<file path="src/hw/tic_pkg.sv">
// Constants, field layouts and types of the triple interval counter.
// Assumes a 20 MHz APB clock; shared by the counter top module, the checker and the testbench.
package tic_pkg;

  // ******************************************************************
  // Register map (byte addresses)
  // ******************************************************************
  localparam logic [7:0] OFF_CNT0   = 8'h00;
  localparam logic [7:0] OFF_CNT1   = 8'h04;
  localparam logic [7:0] OFF_CNT2   = 8'h08;
  localparam logic [7:0] OFF_SETUP  = 8'h0C;
  localparam logic [7:0] OFF_CLKSEL = 8'h10;

  // ******************************************************************
  // Setup byte and clock select fields
  // ******************************************************************
  localparam int SEL_HI      = 7;
  localparam int SEL_LO      = 6;
  localparam int FMT_HI      = 5;
  localparam int FMT_LO      = 4;
  localparam int MODE_HI     = 3;
  localparam int MODE_LO     = 1;
  localparam int BCD_BIT     = 0;
  localparam int RB_CNT_N    = 5;
  localparam int RB_STA_N    = 4;
  localparam int RB_PICK_LO  = 1;
  localparam int CLKSEL_EXT  = 0;

  localparam logic [1:0] SEL_READBACK = 2'b11;
  localparam logic [1:0] FMT_LATCH    = 2'b00;
  localparam logic [1:0] FMT_LOW      = 2'b01;
  localparam logic [1:0] FMT_HIGH     = 2'b10;
  localparam logic [1:0] FMT_LOHI     = 2'b11;

  localparam logic [2:0] MODE0 = 3'h0;
  localparam logic [2:0] MODE1 = 3'h1;
  localparam logic [2:0] MODE2 = 3'h2;
  localparam logic [2:0] MODE3 = 3'h3;
  localparam logic [2:0] MODE4 = 3'h4;
  localparam logic [2:0] MODE5 = 3'h5;

  // ******************************************************************
  // Values and timing
  // ******************************************************************
  localparam logic [15:0] ZERO16    = 16'h0000;
  localparam logic [15:0] ONE16     = 16'h0001;
  localparam logic [15:0] TWO16     = 16'h0002;
  localparam logic [3:0]  DIGIT_MAX = 4'h9;
  localparam logic [7:0]  ZERO8     = 8'h00;
  localparam logic        OUT_RST   = 1'b0;

  localparam int PCLK_HZ    = 20_000_000;
  localparam int INT_CLK_HZ = 10_000_000;
  localparam int INT_HALF   = PCLK_HZ / (2 * INT_CLK_HZ);

  typedef struct packed {
    logic [1:0] fmt;
    logic [2:0] mode;
    logic       bcd;
  } tic_cfg_t;

  localparam tic_cfg_t CFG_RST = '{fmt: FMT_LOW, mode: MODE0, bcd: 1'b0};

  typedef enum logic [1:0] {ST_IDLE, ST_LOAD, ST_RUN, ST_DONE} tic_state_t;

endpackage

</file>
<file path="src/hw/tic_top.sv">
// Three 16-bit presettable down-counters behind an APB slave.
// Assumes clock, gate and pin inputs synchronous to pclk; pin clocks
// must stay below pclk/2 so every rising edge is seen.
//
// How it works
// three 16-bit down-counters, own clock, gate, output
// counts 2..65535; output is clock over count
// counter 1 output clocks counter 2
// counter 2 output drives conversion start
// counter 0 clock: internal 10MHz or pin
// gate rising edge triggers; clock edge steps
// mode 0 low from load until zero
// mode 1 retriggerable low one-shot
// mode 2 one-clock low pulse every N
// mode 3 square wave, odd split high-first
// mode 3 steps by two each half
// mode 4 one low pulse after load
// mode 4 low gate holds count
// mode 5 gate-triggered retriggerable strobe
// setup byte: select, format, mode, BCD
// select 11 means read-back command
// format: latch, low, high, low-then-high
// modes 2 and 3 ignore top bit
// bit 0 picks binary or BCD counting
// three count locations plus write-only setup
// latch copies count into hold register
// byte-order flop pairs low/high accesses
// read-back latches counts and/or status
// status byte: output, null count, setup
// modes 0, 2, 3 pause while gate low
//
// The APB register port and the address map were decided locally.
`timescale 1ns/1ps
module tic_top
  import tic_pkg::*;
#(
  parameter int ADDR_W = 8
) (
  input  wire logic              pclk,
  input  wire logic              presetn,
  input  wire logic              psel,
  input  wire logic              penable,
  input  wire logic              pwrite,
  input  wire logic [ADDR_W-1:0] paddr,
  input  wire logic [31:0]       pwdata,
  output logic      [31:0]       prdata,
  output logic                   pready,
  output logic                   pslverr,
  input  wire logic              ext_clk0,
  input  wire logic              clk1_in,
  input  wire logic [2:0]        gate,
  output logic      [2:0]        cnt_out,
  output logic                   adc_start
);
  import tic_pkg::*;

  if (ADDR_W < 5) begin : g_chk
    $error("tic_top: ADDR_W must be at least 5");
  end

  // ******************************************************************
  // Helpers
  // ******************************************************************
  function automatic logic [15:0] dec1(input logic [15:0] v, input logic bcd);
    logic [15:0] r;
    logic        borrow;
    r      = v;
    borrow = 1'b1;
    if (!bcd) begin
      r = v - ONE16;
    end else begin
      for (int d = 0; d < 4; d++) begin
        if (borrow) begin
          if (r[d*4+:4] == 4'h0) begin
            r[d*4+:4] = DIGIT_MAX;
          end else begin
            r[d*4+:4] = r[d*4+:4] - 4'h1;
            borrow    = 1'b0;
          end
        end
      end
    end
    return r;
  endfunction

  function automatic logic [2:0] eff_mode(input logic [2:0] m);
    return m[MODE_LO] ? {1'b0, m[1:0]} : m;
  endfunction

  function automatic logic [7:0] pick_byte(input logic [15:0] v, input logic [1:0] f,
                                           input logic flop);
    logic hi;
    hi = (f == FMT_HIGH) || ((f == FMT_LOHI) && flop);
    return hi ? v[15:8] : v[7:0];
  endfunction

  // ******************************************************************
  // State
  // ******************************************************************
  tic_cfg_t    cfg_r     [3];
  logic [15:0] reload_r  [3];
  logic [15:0] hold_r    [3];
  logic [15:0] cnt_r     [3];
  logic [7:0]  status_r  [3];
  tic_state_t  st_r      [3];
  logic [2:0]  wflop_r;
  logic [2:0]  rflop_r;
  logic [2:0]  cnt_l_r;
  logic [2:0]  sta_l_r;
  logic [2:0]  out_r;
  logic [2:0]  null_r;
  logic [2:0]  have_r;
  logic [2:0]  trig_r;
  logic [2:0]  extra_r;
  logic [2:0]  gate_q_r;
  logic [2:0]  clk_q_r;
  logic        clksel_r;
  logic        int_clk_r;
  logic [3:0]  div_r;
  logic [31:0] prdata_r;

  logic [2:0]  clk_src;
  logic [2:0]  tick;
  logic [2:0]  rise;
  logic [2:0]  wr_ctl;
  logic [2:0]  wr_first;
  logic [2:0]  wr_done;
  logic        acc;
  logic        hit_cnt;
  logic [1:0]  hit_idx;
  logic        hit_setup;
  logic        hit_clksel;
  logic        mapped;
  logic [7:0]  wbyte;

  // ******************************************************************
  // APB decode
  // ******************************************************************
  always_comb begin
    hit_cnt    = 1'b0;
    hit_idx    = 2'd0;
    hit_setup  = 1'b0;
    hit_clksel = 1'b0;
    if (paddr == ADDR_W'(OFF_CNT0)) begin
      hit_cnt = 1'b1;
    end else if (paddr == ADDR_W'(OFF_CNT1)) begin
      hit_cnt = 1'b1;
      hit_idx = 2'd1;
    end else if (paddr == ADDR_W'(OFF_CNT2)) begin
      hit_cnt = 1'b1;
      hit_idx = 2'd2;
    end else if (paddr == ADDR_W'(OFF_SETUP)) begin
      hit_setup = 1'b1;
    end else if (paddr == ADDR_W'(OFF_CLKSEL)) begin
      hit_clksel = 1'b1;
    end
  end

  assign mapped  = hit_cnt | hit_setup | hit_clksel;
  assign acc     = psel & penable;
  assign pready  = 1'b1;
  assign pslverr = acc & ~mapped;
  assign prdata  = prdata_r;
  assign wbyte   = pwdata[7:0];

  always_comb begin
    for (int i = 0; i < 3; i++) begin
      wr_ctl[i]   = acc & pwrite & hit_setup & (wbyte[SEL_HI:SEL_LO] == 2'(i)) &
                    (wbyte[FMT_HI:FMT_LO] != FMT_LATCH);
      wr_first[i] = acc & pwrite & hit_cnt & (hit_idx == 2'(i)) &
                    (cfg_r[i].fmt == FMT_LOHI) & ~wflop_r[i];
      wr_done[i]  = acc & pwrite & hit_cnt & (hit_idx == 2'(i)) &
                    ((cfg_r[i].fmt != FMT_LOHI) | wflop_r[i]);
    end
  end

  // Read data is captured in the setup cycle; side effects wait for the access edge
  always_ff @(posedge pclk or negedge presetn) begin
    if (!presetn) begin
      prdata_r <= '0;
    end else if (psel && !penable && !pwrite) begin
      prdata_r <= '0;
      if (hit_cnt) begin
        if (sta_l_r[hit_idx]) begin
          prdata_r[7:0] <= status_r[hit_idx];
        end else if (cnt_l_r[hit_idx]) begin
          prdata_r[7:0] <= pick_byte(hold_r[hit_idx], cfg_r[hit_idx].fmt,
                                     rflop_r[hit_idx]);
        end else begin
          prdata_r[7:0] <= pick_byte(cnt_r[hit_idx], cfg_r[hit_idx].fmt,
                                     rflop_r[hit_idx]);
        end
      end else if (hit_clksel) begin
        prdata_r[CLKSEL_EXT] <= clksel_r;
      end
    end
  end

  // ******************************************************************
  // Software-side registers
  // ******************************************************************
  always_ff @(posedge pclk or negedge presetn) begin
    if (!presetn) begin
      clksel_r <= 1'b0;
    end else if (acc && pwrite && hit_clksel) begin
      clksel_r <= pwdata[CLKSEL_EXT];
    end
  end

  always_ff @(posedge pclk or negedge presetn) begin
    if (!presetn) begin
      for (int i = 0; i < 3; i++) begin
        cfg_r[i]    <= CFG_RST;
        reload_r[i] <= ZERO16;
        hold_r[i]   <= ZERO16;
        status_r[i] <= ZERO8;
      end
      wflop_r <= '0;
      rflop_r <= '0;
      cnt_l_r <= '0;
      sta_l_r <= '0;
    end else begin
      for (int i = 0; i < 3; i++) begin
        if (acc && pwrite && hit_setup) begin
          if (wbyte[SEL_HI:SEL_LO] == 2'(i)) begin
            if (wbyte[FMT_HI:FMT_LO] == FMT_LATCH) begin
              // A pending latch is kept until read out
              if (!cnt_l_r[i]) begin
                hold_r[i]  <= cnt_r[i];
                cnt_l_r[i] <= 1'b1;
              end
            end else begin
              cfg_r[i].fmt  <= wbyte[FMT_HI:FMT_LO];
              cfg_r[i].mode <= wbyte[MODE_HI:MODE_LO];
              cfg_r[i].bcd  <= wbyte[BCD_BIT];
              wflop_r[i]    <= 1'b0;
              rflop_r[i]    <= 1'b0;
              cnt_l_r[i]    <= 1'b0;
              sta_l_r[i]    <= 1'b0;
            end
          end else if (wbyte[SEL_HI:SEL_LO] == SEL_READBACK &&
                       wbyte[RB_PICK_LO + i]) begin
            if (!wbyte[RB_CNT_N] && !cnt_l_r[i]) begin
              hold_r[i]  <= cnt_r[i];
              cnt_l_r[i] <= 1'b1;
            end
            if (!wbyte[RB_STA_N] && !sta_l_r[i]) begin
              status_r[i] <= {out_r[i], null_r[i], cfg_r[i]};
              sta_l_r[i]  <= 1'b1;
            end
          end
        end else if (acc && hit_cnt && hit_idx == 2'(i)) begin
          if (pwrite) begin
            if (cfg_r[i].fmt == FMT_LOW) begin
              reload_r[i] <= {ZERO8, wbyte};
            end else if (cfg_r[i].fmt == FMT_HIGH) begin
              reload_r[i] <= {wbyte, ZERO8};
            end else if (!wflop_r[i]) begin
              reload_r[i][7:0] <= wbyte;
              wflop_r[i]       <= 1'b1;
            end else begin
              reload_r[i][15:8] <= wbyte;
              wflop_r[i]        <= 1'b0;
            end
          end else if (sta_l_r[i]) begin
            sta_l_r[i] <= 1'b0;
          end else begin
            if (cfg_r[i].fmt == FMT_LOHI) begin
              rflop_r[i] <= ~rflop_r[i];
            end
            if (cfg_r[i].fmt != FMT_LOHI || rflop_r[i]) begin
              cnt_l_r[i] <= 1'b0;
            end
          end
        end
      end
    end
  end

  // ******************************************************************
  // Clock sources and edge detection
  // ******************************************************************
  always_ff @(posedge pclk or negedge presetn) begin
    if (!presetn) begin
      div_r     <= '0;
      int_clk_r <= 1'b0;
    end else if (div_r == 4'(INT_HALF - 1)) begin
      div_r     <= '0;
      int_clk_r <= ~int_clk_r;
    end else begin
      div_r <= div_r + 4'h1;
    end
  end

  assign clk_src[0] = clksel_r ? ext_clk0 : int_clk_r;
  assign clk_src[1] = clk1_in;
  assign clk_src[2] = out_r[1];

  always_ff @(posedge pclk or negedge presetn) begin
    if (!presetn) begin
      clk_q_r  <= '0;
      gate_q_r <= '0;
    end else begin
      clk_q_r  <= clk_src;
      gate_q_r <= gate;
    end
  end

  assign tick = clk_src & ~clk_q_r;
  assign rise = gate & ~gate_q_r;

  // ******************************************************************
  // Counting cores
  // ******************************************************************
  always_ff @(posedge pclk or negedge presetn) begin
    if (!presetn) begin
      for (int i = 0; i < 3; i++) begin
        cnt_r[i] <= ZERO16;
        st_r[i]  <= ST_IDLE;
      end
      out_r   <= {3{OUT_RST}};
      null_r  <= '0;
      have_r  <= '0;
      trig_r  <= '0;
      extra_r <= '0;
    end else begin
      for (int i = 0; i < 3; i++) begin
        logic [2:0] m;
        logic       bcd;
        m   = eff_mode(cfg_r[i].mode);
        bcd = cfg_r[i].bcd;
        if (wr_ctl[i]) begin
          m         = eff_mode(wbyte[MODE_HI:MODE_LO]);
          out_r[i]  <= (m != MODE0);
          st_r[i]   <= ST_IDLE;
          have_r[i] <= 1'b0;
          trig_r[i] <= 1'b0;
          null_r[i] <= 1'b1;
        end else if (wr_first[i] && m == MODE0) begin
          // Mode 0 halts between the two bytes of a new count
          st_r[i]  <= ST_IDLE;
          out_r[i] <= 1'b0;
        end else if (wr_done[i]) begin
          null_r[i] <= 1'b1;
          have_r[i] <= 1'b1;
          if (m == MODE0) begin
            out_r[i] <= 1'b0;
            st_r[i]  <= ST_LOAD;
          end else if (m == MODE4) begin
            st_r[i] <= ST_LOAD;
          end else if ((m == MODE2 || m == MODE3) && st_r[i] != ST_RUN) begin
            st_r[i] <= ST_LOAD;
          end
        end else begin
          if (rise[i] && (m == MODE1 || m == MODE5)) begin
            trig_r[i] <= 1'b1;
          end
          if ((m == MODE2 || m == MODE3) && have_r[i]) begin
            if (!gate[i]) begin
              out_r[i] <= 1'b1;
            end else if (rise[i]) begin
              st_r[i] <= ST_LOAD;
            end
          end
          if (tick[i]) begin
            if ((m == MODE1 || m == MODE5) && have_r[i] && (trig_r[i] || rise[i])) begin
              cnt_r[i]  <= reload_r[i];
              null_r[i] <= 1'b0;
              out_r[i]  <= (m == MODE5);
              trig_r[i] <= 1'b0;
              st_r[i]   <= ST_RUN;
            end else begin
              case (st_r[i])
                ST_LOAD: begin
                  // Odd mode-3 counts load one less and stretch the high half
                  cnt_r[i]   <= (m == MODE3 && reload_r[i][0]) ? dec1(reload_r[i], bcd)
                                                                 : reload_r[i];
                  null_r[i]  <= 1'b0;
                  extra_r[i] <= 1'b0;
                  st_r[i]    <= ST_RUN;
                  if (m == MODE2 || m == MODE3) begin
                    out_r[i] <= 1'b1;
                  end
                end
                ST_RUN: begin
                  if (gate[i] || m == MODE1 || m == MODE5) begin
                    case (m)
                      MODE0, MODE1: begin
                        cnt_r[i] <= dec1(cnt_r[i], bcd);
                        if (cnt_r[i] == ONE16) begin
                          out_r[i] <= 1'b1;
                          st_r[i]  <= ST_DONE;
                        end
                      end
                      MODE2: begin
                        if (cnt_r[i] == ONE16) begin
                          cnt_r[i]  <= reload_r[i];
                          null_r[i] <= 1'b0;
                          out_r[i]  <= 1'b1;
                        end else begin
                          cnt_r[i] <= dec1(cnt_r[i], bcd);
                          if (cnt_r[i] == TWO16) begin
                            out_r[i] <= 1'b0;
                          end
                        end
                      end
                      MODE3: begin
                        if (cnt_r[i] == TWO16) begin
                          if (out_r[i] && reload_r[i][0] && !extra_r[i]) begin
                            extra_r[i] <= 1'b1;
                          end else begin
                            out_r[i]   <= ~out_r[i];
                            extra_r[i] <= 1'b0;
                            null_r[i]  <= 1'b0;
                            cnt_r[i]   <= reload_r[i][0] ? dec1(reload_r[i], bcd)
                                                         : reload_r[i];
                          end
                        end else begin
                          cnt_r[i] <= dec1(dec1(cnt_r[i], bcd), bcd);
                        end
                      end
                      default: begin
                        cnt_r[i] <= dec1(cnt_r[i], bcd);
                        if (cnt_r[i] == ONE16) begin
                          out_r[i] <= 1'b0;
                          st_r[i]  <= ST_DONE;
                        end
                      end
                    endcase
                  end
                end
                ST_DONE: begin
                  // Strobe modes end their single low period here
                  cnt_r[i] <= dec1(cnt_r[i], bcd);
                  if (m == MODE4 || m == MODE5) begin
                    out_r[i] <= 1'b1;
                    st_r[i]  <= ST_IDLE;
                  end
                end
                default: begin
                end
              endcase
            end
          end
        end
      end
    end
  end

  assign cnt_out   = out_r;
  assign adc_start = out_r[2];

endmodule

</file>
<file path="config.mk">
export PLATFORM = sky130hd
export DESIGN_NAME = tic_top
export DESIGN_NICKNAME = d
export VERILOG_FILES = /design/src/hw/tic_pkg.sv /design/src/hw/tic_top.sv
export SDC_FILE = /design/constraint.sdc
export NUM_CORES = 1
export LEC_CHECK = 0
export CAP_MARGIN = 15
export CORE_ASPECT_RATIO = 0.8
export CORE_MARGIN = 2
export CORE_UTILIZATION = 57
export CTS_CLUSTER_DIAMETER = 100
export CTS_CLUSTER_SIZE = 12
export DETAILED_ROUTE_END_ITERATION = 8
export DONT_BUFFER_PORTS = 1
export PLACE_DENSITY = 0.71
export SYNTH_ARGS = -nofsm -noshare
export SYNTH_HDL_FRONTEND = slang
export SYNTH_SLANG_ARGS = --single-unit
export TNS_END_PERCENT = 10
</file>
<file path="constraint.sdc">
create_clock -name pclk -period 10.4 [get_ports pclk]
set_input_delay 1.56 -clock pclk [delete_from_list [all_inputs] [get_ports pclk]]
set_output_delay 1.56 -clock pclk [all_outputs]
set_load 0.005 [all_outputs]
</file>
Yosys cells after proc, flatten, opt, wreduce, memory -nomap -nowiden
Cells that the tools add are included.
{"block": "op_classes", "addsub": 46, "n_mul": 0, "div": 0, "n_lt_le_gt_ge": 2, "eq_ne": 169, "shifts": 0, "n_mux": 1234, "n_bitwise": 61, "n_reduce_logical": 221}
{"op": "16-bit 2-to-1 mux", "n": 97}
{"op": "1-bit 2-to-1 mux", "n": 930}
{"op": "4-bit 2-to-1 mux", "n": 109}
{"op": "16-bit case mux with 3 select lines", "n": 6}
{"op": "4-bit zero test", "n": 37}
{"op": "16-bit by 1-bit subtractor with 16-bit output, second input constant", "n": 9}
{"op": "4-bit by 1-bit subtractor with 4-bit output, second input constant", "n": 36}
{"op": "6-bit != test, second input constant", "n": 21}
{"op": "11-bit AND reduction", "n": 9}
{"op": "2-bit 2-to-1 mux", "n": 48}
{"op": "8-bit 2-to-1 mux", "n": 12}
{"op": "5-bit != test, second input constant", "n": 15}
{"op": "2-bit != test, second input constant", "n": 33}
{"op": "16-bit binary-select mux with 2-bit select", "n": 2}
{"op": "6-bit AND reduction", "n": 9}
{"op": "16-bit by 1-bit equality test with 1-bit output, second input constant", "n": 3}
{"op": "16-bit by 2-bit equality test with 1-bit output, second input constant", "n": 3}
{"op": "1-bit logical AND", "n": 46}
{"op": "2-bit nonzero test", "n": 23}
{"op": "7-bit != test, second input constant", "n": 6}
{"op": "3-bit by 1-bit != test with 1-bit output, second input constant", "n": 12}
{"op": "4-bit != test, second input constant", "n": 9}
{"op": "4-bit AND reduction", "n": 9}
{"op": "2-bit equality test, second input constant", "n": 17}
{"op": "46 further kinds", "n": 232}
{"block": "word_totals", "register_bits": 239, "latchBits": 0, "mem_bits_rw": 0, "mem_bits_ro": 0, "out_inout_bits": 38, "mem_count": 0}

Logic depth before layout (Yosys ltp)
Gate-level depths: netlist of run 1.
{"block": "logic_depth", "word_depth": 86, "mapped_depth": 16, "ltp_nobuf": 14}

Least setup slack after synthesis of run 1
Ideal clock, no wire load.
{"block": "synth_path", "kind": "input-to-reg", "from": "input port paddr[4]", "to": "register prdata_r[1] (netlist: prdata[1])", "setup_ps": 132, "arrival_time_ps": 4292, "required_time_ps": 10268, "slack_ps": 5976, "cell_stages": 9, "n_path_buf": 2, "cell_sequence": "or4_1 > nor3_1 > o21ai_0 > a221oi_1 > buf_2 > clkbuf_1 > o311ai_0 > a31oi_1 > o21ai_0"}
{"block": "synth_via", "elab_chain_len": 15, "word_cells_on_any_way": 37, "classes_between": "eq/ne: 4; mux: 29; bitwise: 1; reduce/logical: 3"}
{"item": "start, declared", "line": "tic_top.sv:44", "text": "input wire logic [ADDR_W-1:0] paddr,"}
{"item": "8-bit by 4-bit equality test with 1-bit output", "line": "tic_top.sv:149", "text": "end else if (paddr == ADDR_W'(OFF_CNT2)) begin"}
{"item": "2-bit 2-to-1 mux", "line": "tic_top.sv:149"}
{"item": "2-bit 2-to-1 mux", "line": "tic_top.sv:146", "text": "end else if (paddr == ADDR_W'(OFF_CNT1)) begin"}
{"item": "2-bit 2-to-1 mux", "line": "tic_top.sv:144", "text": "if (paddr == ADDR_W'(OFF_CNT0)) begin"}
{"item": "2-bit NOT with 3-bit output (implied by the code)", "line": "tic_top.sv:185, tic_top.sv:187, tic_top.sv:190"}
{"item": "6-bit binary-select mux with 2-bit select", "line": "tic_top.sv:187, tic_top.sv:190"}
{"item": "6-bit 2-to-1 mux (implied by the code) (2 in series)", "line": "tic_top.sv:187, tic_top.sv:190"}
{"item": "2-bit equality test", "line": "tic_top.sv:93", "text": "hi = (f == FMT_HIGH) || ((f == FMT_LOHI) && flop);"}
{"item": "1-bit logical AND", "line": "tic_top.sv:93"}
{"item": "1-bit logical OR", "line": "tic_top.sv:93"}
{"item": "8-bit 2-to-1 mux", "line": "tic_top.sv:94", "text": "return hi ? v[15:8] : v[7:0];"}
{"item": "8-bit 2-to-1 mux", "line": "tic_top.sv:186", "text": "end else if (cnt_l_r[hit_idx]) begin"}
{"item": "8-bit 2-to-1 mux", "line": "tic_top.sv:184", "text": "if (sta_l_r[hit_idx]) begin"}
{"item": "7-bit 2-to-1 mux *", "line": "tic_top.sv:183", "text": "if (hit_cnt) begin"}
{"item": "end signal, assigned", "line": "tic_top.sv:185", "text": "prdata_r[7:0] <= status_r[hit_idx];"}
{"item": "end signal, assigned", "line": "tic_top.sv:187", "text": "prdata_r[7:0] <= pick_byte(hold_r[hit_idx], cfg_r[hit_idx].fmt,"}
{"item": "end signal, assigned", "line": "tic_top.sv:190", "text": "prdata_r[7:0] <= pick_byte(cnt_r[hit_idx], cfg_r[hit_idx].fmt,"}
{"item": "end, declared", "line": "tic_top.sv:120", "text": "logic [31:0] prdata_r;"}
Every way passes the cells marked *; elsewhere a longest branch is shown, timed or not. The select of a mux whose other input is x is not followed.
A chain may end at the register's enable or synchronous reset.

Final worst setup path of run 1
{"block": "layout_path", "from": "register cnt_r[44] (netlist bit)", "to": "register cnt_r[45] (netlist bit)"}
{"block": "layout_via", "elab_chain_len": 22, "word_cells_on_any_way": 40, "classes_between": "add/sub: 4; eq/ne: 4; mux: 29; reduce/logical: 3"}
{"item": "start, declared", "line": "tic_top.sv:103", "text": "logic [15:0] cnt_r [3];"}
{"item": "start signal, assigned by index", "line": "tic_top.sv:367", "text": "cnt_r[i] <= reload_r[i];"}
{"item": "start signal, assigned by index", "line": "tic_top.sv:376", "text": "cnt_r[i] <= (m == MODE3 && reload_r[i][0]) ? dec1(reload_r[i], bcd)"}
{"item": "start signal, assigned by index", "line": "tic_top.sv:389", "text": "cnt_r[i] <= dec1(cnt_r[i], bcd);"}
{"item": "parallel branches: the longest is 22 deep, another holds 16-bit by 1-bit subtractor with 16-bit output"}
Parallel ways; which one is timed is not known. The select of a mux whose other input is x is not followed.

==> metrics.json, run 1 <==
{
  "status": {
    "outcome": "complete, but fails checks",
    "violations": "DRC"
  },
  "floorplanning": {
    "core_area_mm2": 0.03721,
    "row_cnt": 63,
    "die_h_um": 178.2,
    "boundaryPins": 88,
    "die_area_mm2": 0.03950,
    "initial_utilization": 0.5808,
    "dieWidth_um": 221.7
  },
  "global_route": {
    "grt_use_total": 0.3903,
    "grt_max_degree": 240,
    "via_count_of_the_first_global_routing_pass": 20284,
    "globalRouteMet1Util": 0.5910,
    "initial_antenna_violation_count": 1,
    "grtUsageMet3": 0.09191,
    "grt_pass1_wl_um": 122000,
    "overflow": 0,
    "gr-max-usage-layer": "met1",
    "grt.met2_usage": 0.5563
  },
  "sta": {
    "setup_viol_count_final": 0,
    "worst_slew_pin_slew_ns": 1.122,
    "final_period_minus_worst_setup_slack_ns": 4.656,
    "clock.fmax_ghz": 0.2148,
    "final.setup.tns_ns": 0,
    "total_count_of_hold_check_failures_in_the_final_report": 0,
    "slew_headroom": 0.2449,
    "rsz0062_at_grt": "no",
    "post-route-period-util": 0.4476,
    "timing_max_transition_violations_final": 0,
    "finalClockSkew_ns": 0.04574
  },
  "critical_path": {
    "path_delay_family": "compound AO/OA/AOI/OAI gates",
    "worst-setup-path-type": "register to register",
    "worst_path_largest_cell_delay_ns": 0.86,
    "crit_path_max_fanout": 16,
    "crit_chain": "clkinv_1 -> ha_1 -> nor3b_1 -> and4_1 -> and2_1 -> o21ai_0 -> a21oi_1 -> o41ai_2 -> a21oi_1 -> a221o_1 -> a31oi_1",
    "timing.critical_path.to_type": "register",
    "crit_arrival_ns": 5.16,
    "critical-path-top-cell-by-count": "sky130_fd_sc_hd__a21oi_1",
    "slowest_stage": "sky130_fd_sc_hd__o41ai_2",
    "crit_path_start_kind": "register",
    "worstPathBufferInverterCount": 1,
    "worst_ep_required_time_ns": 10.91
  },
  "synthesis": {
    "synthArstFlopShare": 1.000,
    "post_synth.cell_area_avg_um2": 7.426,
    "synthCells": 2910,
    "synth_top_flop_cell": "sky130_fd_sc_hd__dfrtp_1",
    "ys.warnings.count": 0,
    "ys_ff_latch": 239,
    "netlist_area_mm2": 0.02161,
    "yosys.cell_types.count": 91,
    "synth_seq_area_share": 0.2769,
    "synth_enable_flop_cells": 0
  },
  "worst_hold_path": {
    "timing.hold.worst.class": "register to register"
  },
  "cells_and_area": {
    "layout.cell_area.non_filler_mm2": 0.02225,
    "drive_gt1_frac": 0.07309,
    "fin_cells": 3237,
    "synthToLayoutAreaGrowth_pct": 2.976,
    "layout.nets": 2833,
    "antenna_cells_inserted": 0
  },
  "job": {
    "timing.max_cap.violations": 0
  },
  "cts": {
    "cts_made_buffers": 24,
    "post-cts-setup-buffer-count": 0,
    "post_cts_hold_buffer_count": 0,
    "cts_max_path_buffers": 3,
    "clock_latency_reported_for_the_late_side_of_the_worst_skew_pair_ns": 0.58,
    "clock_tree.root_cell": "sky130_fd_sc_hd__clkbuf_16",
    "cts_num_sinks": 239,
    "cts.reportedPaths.clkPinSlew_ns": 0.07,
    "tritoncts": "built",
    "h-tree-depth": 1,
    "postCtsResizedCells": 0
  },
  "placement": {
    "dp_hpwl_um": 57140,
    "dpl.cell_count": 3198,
    "port_buffers": 0,
    "postPlaceCellArea_mm2": 0.02155,
    "gpl.final_weighted_congestion": 0.9857
  },
  "route": {
    "wire_per_inst_um": 24.38,
    "routed-via-count": 22906,
    "drt-pass1-iter-count": 9,
    "route.detailed.vias_per_inst": 7.076,
    "first_iter_violations": 3790,
    "final_routed_drc_violation_total": 1,
    "postRouteWirelength_um": 78930,
    "ant_nets": 0
  },
  "pwr": {
    "p_sw_mw": 2.332,
    "leakagePower_nw": 9.187,
    "cellInternalPower_mw": 2.364,
    "ir_drop_worst_case_vdd_uv": 171.8,
    "share_clk_of_total_power": 0.175,
    "switching_share": 0.4967,
    "power_per_cell_area_mw_per_mm2": 211.0,
    "power.share.sequential": 0.273,
    "p_comb_frac": 0.552
  }
}
## kinds of logic (layout without fill, tap and decap cells)
group / Yosys count / in the layout / share of synthesized area
multiplexers: 116 / 116 / 0.05761
other: 2 / 25 / 0.0003475
adder cells (fa/ha/maj): 44 / 44 / 0.02547
AO/OA/AOI/OAI: 984 / 984 / 0.2982
AND/OR/NAND/NOR: 1095 / 1095 / 0.2431
buffers and inverters: 351 / 168 / 0.06641
flip-flops: 239 / 239 / 0.2769
XOR/XNOR: 79 / 79 / 0.03202
## Yosys cell counts (32+ instances only)
cell type                  number  area share
sky130_fd_sc_hd__a211oi_1      46       0.016
sky130_fd_sc_hd__a21oi_1      177       0.041
sky130_fd_sc_hd__a31oi_1       63       0.018
sky130_fd_sc_hd__clkbuf_1     214       0.037
sky130_fd_sc_hd__dfrtp_1      236        0.27
sky130_fd_sc_hd__ha_1          44       0.025
sky130_fd_sc_hd__inv_1         81       0.014
sky130_fd_sc_hd__mux2_2        67       0.035
sky130_fd_sc_hd__mux2i_1       49       0.023
sky130_fd_sc_hd__nand2_1      366       0.064
sky130_fd_sc_hd__nand3_1       86       0.020
sky130_fd_sc_hd__nor2_1       253       0.044
sky130_fd_sc_hd__nor3_1        93       0.022
sky130_fd_sc_hd__nor4_1        48       0.014
sky130_fd_sc_hd__o211ai_1      49       0.017
sky130_fd_sc_hd__o21ai_0      276       0.064
sky130_fd_sc_hd__o221ai_1      32       0.013
sky130_fd_sc_hd__o22ai_1       54       0.016
sky130_fd_sc_hd__o31ai_1       34       0.012
sky130_fd_sc_hd__or3_1         32      0.0093
sky130_fd_sc_hd__xnor2_1       55       0.022
## flip-flops by register name (all words and copies together), names as in the netlist, 3 cells and up
signal and count:
st_r 6, reload_r 48, hold_r 48, cfg_r 18
cnt_l_r 3, status_r 24, sta_l_r 3, prdata 8
wflop_r 3, extra_r 3, null_r 3, gate_q_r 3
div_r 4, have_r 3, cnt_r 48, clk_q_r 3
cnt_out 3, rflop_r 3, trig_r 3
## metrics by stage
| stage | worst slack [ns] | hold WS, ns | utilization | power, mW |
|---|---|---|---|---|
| after detailed placement | 5.580 | 0.4609 | 0.5792 | 3.759 |
| after global placement | 5.599 | 0.4648 | 0.5792 | 3.712 |
| after floorplan | 5.976 | 0.4410 | - | 3.076 |
| after global routing | 5.615 | 0.4816 | 0.5981 | 4.961 |
| final | 5.744 | 0.4714 | 0.5981 | 4.696 |
| after CTS | 5.937 | 0.4728 | 0.5976 | 4.585 |
## placed cells by master, fill, tap and decap left out, types with 44 or more instances in the layout
cell,n
sky130_fd_sc_hd__nand3_1,86
sky130_fd_sc_hd__a21oi_1,177
sky130_fd_sc_hd__nor2_1,253
sky130_fd_sc_hd__dfrtp_1,234
sky130_fd_sc_hd__o21ai_0,276
sky130_fd_sc_hd__mux2i_1,49
sky130_fd_sc_hd__o211ai_1,49
sky130_fd_sc_hd__a211oi_1,45
sky130_fd_sc_hd__a31oi_1,63
sky130_fd_sc_hd__xnor2_1,55
sky130_fd_sc_hd__nor4_1,47
sky130_fd_sc_hd__nand2_1,366
sky130_fd_sc_hd__nor3_1,93
sky130_fd_sc_hd__mux2_2,67
sky130_fd_sc_hd__o22ai_1,54
sky130_fd_sc_hd__inv_1,81
sky130_fd_sc_hd__ha_1,44
## power by group through the flow
stage	sequential [mW]	clock, mW	combinational [mW]
3_3_place_gp	1.28	0	2.43
5_1_grt	1.30	0.866	2.80
4_1_cts	1.27	0.825	2.49
2_1_floorplan	1.07	0	2.00
3_5_place_dp	1.29	0	2.47
6_report	1.28	0.821	2.59
## worst paths after layout
kind | startpoint | to | slack (ns) | depth (start not counted)
min in group asynchronous | presetn | cnt_r[21]$_DFFE_PN0P_ | 0.71 | 0
max reg2reg | cnt_r[44]$_DFFE_PN0P_ | cnt_r[45]$_DFFE_PN0P_ | 5.74 | 11
max | cnt_r[44]$_DFFE_PN0P_ | cnt_r[45]$_DFFE_PN0P_ | 5.74 | 11
min | int_clk_r$_DFFE_PN0N_ | int_clk_r$_DFFE_PN0N_ | 0.47 | 1
min reg2reg | int_clk_r$_DFFE_PN0N_ | int_clk_r$_DFFE_PN0N_ | 0.47 | 1
max in group asynchronous | presetn | cfg_r[0]$_DFFE_PN0P_ | 9.00 | 0
## layout make-up
type	count	area (um^2)
multi-input combinational	2343	14320
clock inverter	3	46.29
clock buffer	34	638.1
sequential	239	5987
tap	487	609.3
timing repair buffer	43	327.8
fill	3463	14950
inverter	88	330.3
## worst reg2reg max path, cell delays in order, from the launching register on
cell and delay (ns):
sky130_fd_sc_hd__dfrtp_1 0.48, sky130_fd_sc_hd__clkinv_1 0.37, sky130_fd_sc_hd__ha_1 0.39, sky130_fd_sc_hd__nor3b_1 0.19, sky130_fd_sc_hd__and4_1 0.33, sky130_fd_sc_hd__and2_1 0.44
sky130_fd_sc_hd__o21ai_0 0.62, sky130_fd_sc_hd__a21oi_1 0.21, sky130_fd_sc_hd__o41ai_2 0.86, sky130_fd_sc_hd__a21oi_1 0.21, sky130_fd_sc_hd__a221o_1 0.33, sky130_fd_sc_hd__a31oi_1 0.14
## metal layers
layer,wire (um),part of all wire
met5,0,0
met4,1953,0.025
met3,9913,0.13
met2,31920,0.40
met1,35140,0.45
Power figures use the tool's default switching activity.
==> run 2, diff against run 1 <==
Settings changed: PLACE_DENSITY 0.71 to 0.74.
Clock period 10.4 ns to 3.7 ns, I/O delays scaled along.
==> run 2 against run 1 <==
Against the previous run:
- the run ends with DRC, hold timing left
- via count is 4.6% higher
- highest routed layer unchanged
- sequential cell count is the same
- critical path depth increased by 1
- count of clock-buffer cells in the layout stayed put
- design area rose by 5.9%
- largest power group unchanged
- setup slack got worse by 5.6 ns
- non-clock buffer count grew 165
- sequential power grew 140%
- sequential share of layout area fell by 1.5 points
==> metrics.json, run 2 (same netlist as run 1, synthesis figures left out) <==
{
  "critical_path": {
    "worst-setup-path-type": "register to register",
    "timing.critical_path.to_type": "register",
    "crit_path_max_fanout": 9,
    "crit_path_start_kind": "register",
    "worst_ep_required_time_ns": 4.17,
    "crit_arrival_ns": 4.00
  },
  "cells_and_area": {
    "layout.nets": 2998,
    "antenna_cells_inserted": 0,
    "most-common-layout-cells": "366 x sky130_fd_sc_hd__nand2_1, 276 x sky130_fd_sc_hd__o21ai_0, 253 x sky130_fd_sc_hd__nor2_1, 234 x sky130_fd_sc_hd__dfrtp_1, 204 x sky130_fd_sc_hd__buf_4",
    "final.fill_count": 3322,
    "drive_gt1_frac": 0.1276,
    "fin_util": 0.6336,
    "final_common_cell": "sky130_fd_sc_hd__nand2_1",
    "top_regs": "cnt_r x48, hold_r x48, reload_r x48",
    "layout.cell_area.non_filler_mm2": 0.02357,
    "synthToLayoutAreaGrowth_pct": 9.084
  },
  "floorplanning": {
    "initial_utilization": 0.5808,
    "die_h_um": 178.2,
    "boundaryPins": 88,
    "core_area_mm2": 0.03721,
    "dieWidth_um": 221.7,
    "row_cnt": 63,
    "die_area_mm2": 0.03950
  },
  "pwr": {
    "leakagePower_nw": 10.03,
    "ir_drop_worst_case_vdd_uv": 374.5,
    "power_per_cell_area_mw_per_mm2": 604.7
  },
  "cts": {
    "post_cts_hold_buffer_count": 3,
    "clock_latency_reported_for_the_late_side_of_the_worst_skew_pair_ns": 0.59,
    "cts.reportedPaths.clkPinSlew_ns": 0.07,
    "cts_max_path_buffers": 3,
    "h-tree-depth": 1,
    "clock_tree.root_cell": "sky130_fd_sc_hd__clkbuf_16",
    "cts_made_buffers": 24,
    "cts_num_sinks": 239,
    "tritoncts": "built"
  },
  "sta": {
    "timing_max_transition_violations_final": 0,
    "clock.fmax_ghz": 0.2828,
    "total_count_of_hold_check_failures_in_the_final_report": 236,
    "post-route-period-util": 0.9556,
    "rsz0062_at_grt": "yes",
    "final.setup.tns_ns": 0,
    "final_period_minus_worst_setup_slack_ns": 3.536,
    "finalClockSkew_ns": 0.04052,
    "setup_viol_count_final": 0,
    "final_layout_worst_hold_slack_ns": -0.3123,
    "worst_slew_pin_slew_ns": 1.020,
    "slew_headroom": 0.3203
  },
  "global_route": {
    "grt_max_degree": 240,
    "overflow": 0,
    "via_count_of_the_first_global_routing_pass": 21551,
    "grt_pass1_wl_um": 126800,
    "initial_antenna_violation_count": 0,
    "grt_use_total": 0.4079
  },
  "status": {
    "violations": "DRC, hold timing",
    "outcome": "complete, but fails checks"
  },
  "route": {
    "route.detailed.vias_per_inst": 7.041,
    "final_routed_drc_violation_total": 2,
    "first_iter_violations": 3821,
    "ant_nets": 0,
    "routed-via-count": 23960,
    "postRouteWirelength_um": 82620,
    "drt-pass1-iter-count": 9,
    "wire_per_inst_um": 24.28
  },
  "worst_hold_path": {
    "timing.hold.worst.class": "input pin to async pin"
  },
  "placement": {
    "gpl.final_weighted_congestion": 1.026,
    "postPlaceCellArea_mm2": 0.02279,
    "port_buffers": 0,
    "dp_hpwl_um": 61710
  },
  "job": {
    "timing.max_cap.violations": 0
  }
}
==> run 2: changes by cell type in the layout (fill, tap and decap cells not counted), sizes merged <==
cell / change
clkbuf: -1
buf: +163
bufinv: +1
dlygate4sd3: +3
==> run 2: repair_timing <==
action | 4_1_cts | 5_1_grt
gates resized for setup | 0 | 8
endpoints found under the hold margin | 242 | 236
setup buffers | 0 | 0
endpoints found under the setup margin | 0 | 13
==> run 2: final timing paths <==
path / depth (start not counted) / from / slack, ns / endpoint
worst min register to register: 2 / hold_r[32]$_DFFE_PN0P_ / 0.49 / hold_r[32]$_DFFE_PN0P_
worst max-delay path: 12 / cnt_r[1]$_DFFE_PN0P_ / 0.16 / cnt_r[13]$_DFFE_PN0P_
min in group pclk: 0 / gate[1] / 0.02 / gate_q_r[1]$_DFF_PN0_
max in group asynchronous: 0 / presetn / 3.56 / cnt_r[15]$_DFFE_PN0P_
worst min-delay path: 0 / presetn / -0.31 / cnt_r[31]$_DFFE_PN0P_
worst max register to register: 12 / cnt_r[1]$_DFFE_PN0P_ / 0.16 / cnt_r[13]$_DFFE_PN0P_
==> run 2: layout make-up <==
| type | instances | area, um^2 | area share |
|---|---|---|---|
| timing repair buffer | 208 | 1582 | 0.06709 |
| clock inverter | 4 | 72.57 | 0.003078 |
| tap | 487 | 609.3 | 0.02585 |
| clock buffer | 34 | 638.1 | 0.02707 |
| inverter | 88 | 330.3 | 0.01401 |
| sequential | 239 | 5987 | 0.2540 |
| multi-input combinational | 2343 | 14360 | 0.6089 |
==> run 2: power by group <==
part	internal (mW)	switching, mW	total [mW]
clock network	1.27	1.10	2.37
registers	2.83	0.290	3.12
logic	3.33	5.44	8.77
==> run 2: per-layer routing <==
layer	vias up	global-route usage	wire [um]
li1	10723	-	-
met1	11362	0.5981	34860
met2	1667	0.5959	34090
met3	208	0.09175	10880
met4	0	0.1258	2796
met5	-	0	0
==> run 2: per-stage QoR <==
stage	power [mW]	setup slack, ns	hold WS (ns)	cells
finish	14.25	0.1643	-0.3123	3403
floorplan	8.658	-0.09432	0.2594	2933
detailed placement	11.48	0.1879	0.2655	3362
global placement	11.35	0.2185	0.2655	3362
CTS	13.88	0.1552	-0.3223	3403
global route	14.99	-0.01743	-0.3270	3403
==> run 2: critical path: stages (launching register included) <==
cell and delay, ns:
sky130_fd_sc_hd__dfrtp_1 0.45, sky130_fd_sc_hd__inv_1 0.14, sky130_fd_sc_hd__ha_1 0.18, sky130_fd_sc_hd__or3b_2 0.47
sky130_fd_sc_hd__buf_4 0.19, sky130_fd_sc_hd__o31ai_1 0.30, sky130_fd_sc_hd__o311a_1 0.25, sky130_fd_sc_hd__o2111ai_2 0.15
sky130_fd_sc_hd__nor2_2 0.19, sky130_fd_sc_hd__nand2_1 0.12, sky130_fd_sc_hd__mux2_2 0.31, sky130_fd_sc_hd__or4b_1 0.52
sky130_fd_sc_hd__a31oi_1 0.18
